==> src/pg_boot_pkg.sv <==
// Purpose: shared constants and carrier types for the power-good monitor
// Assumes: 50 MHz sys_clk, synchronous active-low reset
// Notes: the hold-off count derives from the times held here; the slew period is given in cycles
package pg_boot_pkg;

    // clock period and the startup hold-off time
    localparam int CLK_PERIOD_NS = 20;
    localparam int HOLD_LOW_US = 20;
    // least time, so round up to whole cycles
    localparam int HOLD_LOW_CYCLES =
        (HOLD_LOW_US * 1000 + CLK_PERIOD_NS - 1) / CLK_PERIOD_NS;
    localparam int HOLD_CNT_W = 10;

    // boot code width (two serial vid pins)
    localparam int BOOT_W = 2;
    localparam logic [BOOT_W-1:0] BOOT_RESET = 2'h0;

    // ramp target counter width for the fixed slew
    localparam int RAMP_W = 8;
    localparam logic [RAMP_W-1:0] RAMP_FULL = 8'hFF;
    localparam logic [RAMP_W-1:0] RAMP_ZERO = 8'h00;
    // slew step period in cycles (fixed rate)
    localparam int SLEW_DIV = 16;
    localparam int SLEW_DIV_W = 4;

    // sequencer states
    typedef enum logic [2:0] {
        ST_OFF = 3'b000,
        ST_RAMP_UP = 3'b001,
        ST_HOLD = 3'b010,
        ST_RUN = 3'b011,
        ST_RAMP_DOWN = 3'b100
    } seq_type;

    // analog comparator results entering the block
    typedef struct packed {
        logic railOneOk;
        logic railTwoOk;
        logic feedbackOk;
        logic belowUpper;
        logic slewActive;
        logic vidDown;
        logic skipMode;
    } sense_type;

endpackage : pg_boot_pkg

==> src/power_good_boot_vid_monitor.sv <==
// Purpose: power-good supervision, boot code capture and ramp control
// Assumes: comparator inputs are asynchronous to sys_clk
// Notes: power_good_out modelled as drive-low enable; pin is open drain
`timescale 1ns/10ps

// Contract
// release power good only when both rails ok
// slew controller active forces power good released
// after transition, feedback ok keeps release
// hold power good low 20us after boot
// capture boot code at first power good
// rising shutdown input clears stored boot code
// shutdown drives power good low
// skip mode blanks upper comparator on downward
// upper comparator reenabled once back in regulation
// ramp outputs and reference at fixed slew
// power good output is drive-low enable
module power_good_boot_vid_monitor (
    input wire logic sys_clk,
    input wire logic reset_n,
    input wire logic shutdown_n_in,
    input wire logic serial_vid_clock,
    input wire logic serial_vid_data,
    input wire pg_boot_pkg::sense_type senseIn,
    output logic power_good_out,
    output logic [pg_boot_pkg::BOOT_W-1:0] bootCode,
    output logic bootValid,
    output logic [pg_boot_pkg::RAMP_W-1:0] rampLevel,
    output logic [pg_boot_pkg::RAMP_W-1:0] buffered_reference_out
);

    ////////////////////////////////////////////////////////////////////////
    // whole module state in one packed struct
    typedef struct packed {
        logic [2:0] shdSync;            // shutdown pin synchroniser
        logic [2:0] clkSync;            // vid clock pin synchroniser
        logic [2:0] datSync;            // vid data pin synchroniser
        logic [6:0] snsSync1;           // comparator stage one
        logic [6:0] snsSync2;           // comparator stage two
        logic [6:0] snsSync3;           // comparator stage three
        logic shdOn;                    // filtered shutdown_n level
        logic [pg_boot_pkg::BOOT_W-1:0] vidOn; // filtered {data, clock}
        logic [6:0] sns;                // filtered comparator levels
        pg_boot_pkg::seq_type seq;      // sequencer state
        logic [pg_boot_pkg::HOLD_CNT_W-1:0] holdCnt; // hold-off counter
        logic [pg_boot_pkg::SLEW_DIV_W-1:0] slewDiv; // slew step divider
        logic [pg_boot_pkg::RAMP_W-1:0] ramp;        // ramp level
        logic upperBlank;               // upper comparator blanked
        logic pgDriveLow;               // drive-low enable
        logic pgSeen;                   // power good has gone high once
        logic [pg_boot_pkg::BOOT_W-1:0] boot; // stored boot code
        logic bootOk;                   // boot code is held
    } state_type;

    state_type cur;
    state_type next_cur;

    ////////////////////////////////////////////////////////////////////////
    // next-state logic
    always_comb begin
        logic shdAgree;
        logic [6:0] snsAgree;
        logic shdRise;
        logic stepNow;
        logic inReg;
        logic upperOk;
        pg_boot_pkg::sense_type s;
        shdAgree = 1'b0;
        snsAgree = 7'h0;
        shdRise = 1'b0;
        stepNow = 1'b0;
        inReg = 1'b0;
        upperOk = 1'b0;
        s = '0;
        next_cur = cur;
        // shift the synchronisers; stage one feeds stage two only
        next_cur.shdSync = {cur.shdSync[1:0], shutdown_n_in};
        next_cur.clkSync = {cur.clkSync[1:0], serial_vid_clock};
        next_cur.datSync = {cur.datSync[1:0], serial_vid_data};
        next_cur.snsSync1 = senseIn;
        next_cur.snsSync2 = cur.snsSync1;
        next_cur.snsSync3 = cur.snsSync2;
        // a change counts once stages two and three agree
        shdAgree = (cur.shdSync[1] == cur.shdSync[2]);
        if (shdAgree) begin
            next_cur.shdOn = cur.shdSync[2];
        end
        // vid pins filtered like the shutdown pin, so a capture never
        // takes a level that is still settling
        if (cur.clkSync[1] == cur.clkSync[2]) begin
            next_cur.vidOn[0] = cur.clkSync[2];
        end
        if (cur.datSync[1] == cur.datSync[2]) begin
            next_cur.vidOn[1] = cur.datSync[2];
        end
        snsAgree = ~(cur.snsSync2 ^ cur.snsSync3);
        next_cur.sns = (snsAgree & cur.snsSync3) | (~snsAgree & cur.sns);
        s = cur.sns;
        shdRise = next_cur.shdOn & ~cur.shdOn;
        // fixed slew step enable from the divider
        next_cur.slewDiv = cur.slewDiv + 4'h1;
        stepNow = (cur.slewDiv == 4'(pg_boot_pkg::SLEW_DIV - 1));
        // upper comparator blanking in skip mode
        if (s.skipMode && s.vidDown) begin
            next_cur.upperBlank = 1'b1;
        end else if (cur.upperBlank && s.railOneOk && s.railTwoOk) begin
            next_cur.upperBlank = 1'b0;
        end
        upperOk = s.belowUpper | cur.upperBlank;
        inReg = s.railOneOk & s.railTwoOk & upperOk;
        // sequencer
        case (cur.seq)
            pg_boot_pkg::ST_OFF: begin
                next_cur.ramp = pg_boot_pkg::RAMP_ZERO;
                if (cur.shdOn) begin
                    next_cur.seq = pg_boot_pkg::ST_RAMP_UP;
                end
            end
            pg_boot_pkg::ST_RAMP_UP: begin
                // top reached: step no further, start the hold-off
                if (cur.ramp == pg_boot_pkg::RAMP_FULL) begin
                    next_cur.seq = pg_boot_pkg::ST_HOLD;
                    next_cur.holdCnt = '0;
                end else if (stepNow) begin
                    next_cur.ramp = cur.ramp + 8'h1;
                end
            end
            pg_boot_pkg::ST_HOLD: begin
                // extra hold-off after reaching boot voltage
                next_cur.holdCnt = cur.holdCnt + 10'h1;
                if (cur.holdCnt == 10'(pg_boot_pkg::HOLD_LOW_CYCLES - 1)) begin
                    next_cur.seq = pg_boot_pkg::ST_RUN;
                end
            end
            pg_boot_pkg::ST_RUN: begin
                next_cur.ramp = pg_boot_pkg::RAMP_FULL;
            end
            pg_boot_pkg::ST_RAMP_DOWN: begin
                // bottom reached: stop stepping so the level cannot wrap
                if (cur.ramp == pg_boot_pkg::RAMP_ZERO) begin
                    next_cur.seq = pg_boot_pkg::ST_OFF;
                end else if (stepNow) begin
                    next_cur.ramp = cur.ramp - 8'h1;
                end
            end
            default: begin
                next_cur.seq = pg_boot_pkg::ST_OFF;
            end
        endcase
        // shutdown overrides: ramp down from any powered state; a ramp
        // already on its way down is left alone so it can reach off
        if (!cur.shdOn && cur.seq != pg_boot_pkg::ST_OFF
            && cur.seq != pg_boot_pkg::ST_RAMP_DOWN) begin
            next_cur.seq = pg_boot_pkg::ST_RAMP_DOWN;
        end
        // power-good drive-low enable
        if (!cur.shdOn || cur.seq == pg_boot_pkg::ST_OFF) begin
            next_cur.pgDriveLow = 1'b1;
        end else if (cur.seq != pg_boot_pkg::ST_RUN) begin
            next_cur.pgDriveLow = 1'b1;
        end else if (s.slewActive) begin
            next_cur.pgDriveLow = 1'b0;
        end else if (cur.pgSeen && s.feedbackOk && s.vidDown) begin
            next_cur.pgDriveLow = 1'b0;
        end else begin
            next_cur.pgDriveLow = ~inReg;
        end
        // boot code capture on first release
        if (!next_cur.pgDriveLow && !cur.pgSeen) begin
            next_cur.pgSeen = 1'b1;
            next_cur.boot = cur.vidOn;
            next_cur.bootOk = 1'b1;
        end
        // rising shutdown_n clears the stored code
        if (shdRise) begin
            next_cur.boot = pg_boot_pkg::BOOT_RESET;
            next_cur.bootOk = 1'b0;
            next_cur.pgSeen = 1'b0;
        end
    end

    ////////////////////////////////////////////////////////////////////////
    // state register, synchronous active-low reset
    always_ff @(posedge sys_clk) begin
        if (!reset_n) begin
            cur <= '0;
            cur.seq <= pg_boot_pkg::ST_OFF;
            cur.pgDriveLow <= 1'b1;
            cur.boot <= pg_boot_pkg::BOOT_RESET;
        end else begin
            cur <= next_cur;
        end
    end

    ////////////////////////////////////////////////////////////////////////
    // outputs straight from flip-flops
    assign power_good_out = cur.pgDriveLow;
    assign bootCode = cur.boot;
    assign bootValid = cur.bootOk;
    assign rampLevel = cur.ramp;
    assign buffered_reference_out = cur.ramp;
endmodule : power_good_boot_vid_monitor

==> config.mk <==
export PLATFORM = sky130hd
export DESIGN_NAME = power_good_boot_vid_monitor
export DESIGN_NICKNAME = d
export VERILOG_FILES = /design/src/pg_boot_pkg.sv /design/src/power_good_boot_vid_monitor.sv
export SDC_FILE = /design/constraint.sdc
export NUM_CORES = 1
export LEC_CHECK = 0
export BUFFER_PORTS_ARGS = -buffer_cell sky130_fd_sc_hd__buf_4
export CAP_MARGIN = 20
export CORE_MARGIN = 10
export CORE_UTILIZATION = 45
export DETAILED_ROUTE_END_ITERATION = 16
export GPL_TIMING_DRIVEN = 0
export PLACE_DENSITY = 0.66
export REMOVE_ABC_BUFFERS = 1
export SETUP_SLACK_MARGIN = 0.5
export SYNTH_ARGS = -nofsm -noshare
export SYNTH_HDL_FRONTEND = slang
export SYNTH_SLANG_ARGS = --single-unit
==> constraint.sdc <==
create_clock -name sys_clk -period 2.65 [get_ports sys_clk]
set_clock_uncertainty 0.15 [all_clocks]
set_input_delay 0.53 -clock sys_clk [delete_from_list [all_inputs] [get_ports sys_clk]]
set_output_delay 0.53 -clock sys_clk [all_outputs]
set_load 0.005 [all_outputs]
# Word-level counts from Yosys, hierarchy flattened
# Cells that the tools add are included.
dict set report word_totals {
  register_bits 70
  in_bits 12
  output_inout_bits 20
  elab_cells 105
}
dict set report classes {
  n_addsub 4
  eq_ne 25
  muxes 19
  bitwise_logic 14
  reduce_logical 24
}
# op count
set ops {}
lappend ops {{8-bit 2-to-1 mux} 4}
lappend ops {{8-bit one-hot mux with 4 select lines} 1}
lappend ops {{10-bit one-hot mux with 2 select lines} 1}
lappend ops {{2-bit != test (second input constant)} 9}
lappend ops {{3-bit != test (second input constant)} 5}
lappend ops {{3-bit one-hot mux with 5 select lines} 1}
lappend ops {{5-bit AND reduction} 3}
lappend ops {{7-bit AND} 2}
lappend ops {{7-bit inverter} 2}
lappend ops {{13-bit 2-to-1 mux} 1}
lappend ops {{3-bit 2-to-1 mux} 4}
lappend ops {{10-bit by 1-bit adder with 10-bit output (second input constant)} 1}
lappend ops {{10-bit == test (second input constant)} 1}
lappend ops {{8-bit by 1-bit adder with 8-bit output (second input constant)} 1}
lappend ops {{8-bit == test (second input constant)} 1}
lappend ops {{1-bit logical AND} 8}
lappend ops {{8-bit zero test} 1}
lappend ops {{8-bit by 1-bit subtractor with 8-bit output (second input constant)} 1}
lappend ops {{1-bit 2-to-1 mux} 7}
lappend ops {{7-bit bitwise OR} 1}
lappend ops {{7-bit bitwise XOR} 1}
lappend ops {{3-bit by 2-bit == test with 1-bit output (second input constant)} 2}
lappend ops {{4-bit by 1-bit adder with 4-bit output (second input constant)} 1}
lappend ops {{4-bit == test (second input constant)} 1}
lappend ops {{other kinds (15)} 26}

# Depth between registers and ports, before layout
dict set report depth {
  ltp_word 9
  ltp_mapped 10
  depth_no_buf 8
}

# Worst setup path after synthesis
# OpenSTA, ideal clock, no wires.
dict set report synth_timing {
  path_kind {flip-flop to flip-flop}
  from {register cur[30] (netlist name)}
  to {register cur, in the netlist buffered_reference_out[4]}
  setup_time_ns 0.119
  t_arrival_ns 2.300
  setup_slack_ns 0.080
  path_stages_with_launch 11
  path_buffers 2
  period_less_slack_ns 2.570
  cell_sequence {dfxtp_1 -> buf_4 -> or3b_1 -> buf_2 -> xnor2_1 -> ha_1 -> or4_1 -> mux2_2 -> and2_1 -> o21ai_1 -> a21boi_1}
}
dict set report synth_via {
  elab_chain_cells 3
}
# item line
set synth_rtl {}
lappend synth_rtl {{from (decl)} power_good_boot_vid_monitor.sv:55} ;# state_type cur;
lappend synth_rtl {{from (signal assigned)} power_good_boot_vid_monitor.sv:191} ;# cur <= next_cur;
lappend synth_rtl {{3-bit == test, or another cell as far along} power_good_boot_vid_monitor.sv:112} ;# case (cur.seq)
lappend synth_rtl {{4-bit nonzero test (no line) / 2-bit != test (equally long branches)} --}
lappend synth_rtl {{5-bit AND reduction (no line)} --}
# Parallel ways exist; a longest one is shown, timed or not.
# A chain may end at the register's enable or synchronous reset.

# Worst setup path in the final report
dict set report layout_timing {
  from {register cur[28] (netlist name)}
  to {register cur, in the netlist buffered_reference_out[4]}
}
# The elaborated chain is that of the path after synthesis.

==> summary.md <==
| Metric | Value |
|---|---|
| Outcome | finished, final reports clean |
| Site Rows | 30 |
| DRC viols | 0 |
| GR Overflow Total | 0 |
| Wire length per cell | 13.7 µm |
| Clk pwr share | roughly 43% |
| Switching pwr | 0.426 mW |
| Class of the worst hold path | in -> reg |
| CP Launch Type | flop |
| Critical path class | reg -> reg |
| Buffers on Ports | 31 |
| Detailed Route Iter0 Violations | 105 |
| Vias in the first global route | 2182 |
| Least-Margin Pin Slew | roughly 0.54 ns |
| Placeable Area | 0.00672 mm² |
| Post-synth EDFFs | 0 |
| Max-slew violations | 0 |
| WL final | between 5 and 6 mm |
| Initial core utilization | between 40% and 50% |
| Gate power share | 2.5% |
| Crit. End Element | flop |
| Worst Path Required | 2.73 ns |
| Asr flop ratio synth | 0% |
| Clk slew on worst S/H paths | 0.07 ns |
| DR vias | around 2.4k |
| Nets | 366 |
| Most numerous cell in the Yosys netlist | dfxtp_1 |
| P&R area growth vs syn | 13.2% |
| Mapped Area | 0.00309 mm² |
| CTS tree | done |
| Post-synthesis sequential area ratio | approximately 45% |
| RSZ-0062 raised after global routing | true |
| Post-synth top area cell | dfxtp_1 |
| CP Max Fanout | 2 |
| Ys flop type | dfxtp_1 |
| Total track usage | 11.7% |
| Cts hold-fix bufs | 0 |
| Max H-tree Level | 3 |
| Number of fill cells | approximately 630 |
| DP HPWL | 3.79 mm |
| First-pass GRT wire length | ~10 mm |
| Final setup violating endpoints | 0 |
| Die Ht | 103 µm |
| CTS Buf Count | 9 |
| Largest net degree at the start of global routing | 70 |
| Total die area | 0.0106 mm² |
| Slew headroom | roughly 64% |
| Cell Int Power | 1.56 mW |
| Leakage power | 1.41 nW |
| Initial antenna violation count | 0 |
| DRT antenna net count | 0 |
| WHS | 0.242 ns |
| Maximum VDD drop | 0.000334 V |
| CTS sink count | 70 |
| Pwr Density | 566 mW/mm² |
| Crit path time final | 2.34 ns |
| Syn avg cell area | 9.12 µm² |
| Max clock buf depth | 2 |
| Synth cell types | 55 |
| Hold Vio Cnt, Final | 0 |
| Yosys top cell area share | 45.3% |
| Die X | a little over 100 µm |
| Sequential power share | 54.5% |
| # Max-Cap Violations | 0 |
| First-pass iteration count of the detailed router | 4 |
| Pwr Total | 1.98 mW |
| Via-per-instance ratio | 5.48 |
| Ratio of cells with drive above 1 in the final layout | a little over a fifth |
| Fmax | between 0.4 and 0.5 GHz |
| Arr. time, crit path | 2.43 ns |
| Post-synthesis register bit count | 70 |
| Synth top cells by count | dfxtp_1 (70), and2_1 (36), nand2_1 (27) |
| Clock latency on the worst-skew pair | between 0.3 and 0.4 ns |
| CTS root buf | clkbuf_8 |
| Synth area leaders | dfxtp_1 (45%), and2_1 (7.3%), buf_4 (4.6%) |
| Sw Ratio | 21.5% |
| Routability cong. | 0.844 |
| Antenna Cells | 0 |
| I/O pins | 32 |
| Synth warn | 0 |
| Period utilization | 88.5% |
| Gate Count Post-Synth | 339 |
## cell families (layout without fill, tap and decap cells)
group	after synthesis	after routing	share of synthesized area, %
mux	5	5	1.66
flops	70	70	45.3
simple gates	132	132	24.2
buf+inv	39	54	7.77
fa+ha+maj	4	4	1.62
xor+xnor	4	4	1.13
compound gates	85	85	18.3
## power by group through the flow
stage / Sequential, mW / Combinational (mW) / Clock [mW]
global placement: 1.11 / 0.0487 / 0
finish: 1.08 / 0.0494 / 0.852
global route: 1.08 / 0.0569 / 0.926
detailed placement: 1.11 / 0.0497 / 0
floorplan: 1.11 / 0.0229 / 0
CTS: 1.08 / 0.0504 / 0.885
## stage by stage
stage / std cells / instance area, µm² / setup TNS (ns) / util (%) / worst slack [ns]
3_5_place_dp: 414 / 3200 / -0.324 / 47.6 / -0.210
3_3_place_gp: 414 / 3200 / -0.277 / 47.6 / -0.185
5_1_grt: 434 / 3500 / 0 / 52.1 / 0.213
2_1_floorplan: 303 / 2870 / 0 / - / 0.0117
4_1_cts: 434 / 3480 / 0 / 51.8 / 0.293
6_report: 434 / 3500 / 0 / 52.1 / 0.306
## what timing repair did
item,CTS,global route
gates cloned,0,0
endpoints found under the setup margin,7,12
pin swaps,1,3
resized for setup,15,7
hold endpoints to repair,0,0
buffers inserted,5,0
## layout make-up
type	instances	area [µm²]	area share, %
Timing Repair Buffer	36	270	7.72
Inverter	3	16.3	0.464
Sequential cell	70	1420	40.5
Tap cell	80	100	2.86
Clock buffer	10	138	3.93
Multi-Input combinational cell	230	1500	42.9
Clock inverter	5	58.8	1.68
## layer usage
metal	up-vias	wire, µm	GRT usage [%]
li1	1200	-	-
met1	1113	2770	14.4
met2	51	2760	18.0
met3	14	320	3.55
met4	0	88	6.42
met5	-	0	0
## state kept, by name (all words and copies together), names as in the netlist, named ones only
name,count
cur,51
bootCode,2
buffered_reference_out,8
power_good_out,1
bootValid,1
## final timing paths
kind	cells past startpoint	start	to	slack, ns
setup / recovery	8	cur[28]	buffered_reference_out[4]	0.31
hold / removal	2	senseIn[4]	cur[59]	0.24
setup reg to reg	8	cur[28]	buffered_reference_out[4]	0.31
hold reg to reg	1	cur[61]	cur[54]	0.29
## layout by cell type, fill, tap and decap left out, types with 3 or more instances in the layout
cell	synthesis	final
dfxtp_1	70	63
buf_4	19	36
and2_1	36	35
nand2_1	27	27
o21ai_0	19	19
nor2_1	17	17
nand3_1	13	13
a21boi_0	10	10
clkbuf_8	0	10
a31oi_1	8	8
o21ai_1	9	8
a21oi_1	7	7
a21boi_1	6	6
nor2b_1	5	5
and3_1	4	4
nand2b_1	4	4
o211a_1	4	4
mux2i_1	4	4
dfxtp_2	0	4
nand3b_1	3	3
and4_1	3	3
nand4b_1	3	3
o211ai_1	3	3
dfxtp_4	0	3
## worst max-delay path: stages, from the launching register on
cell,delay (ns)
dfxtp_4,0.34
or3b_4,0.42
xnor2_2,0.15
ha_2,0.18
or4_4,0.41
mux2_4,0.28
and2_4,0.16
o21ai_2,0.09
a21boi_1,0.06
(Power assumes the default switching activity.)
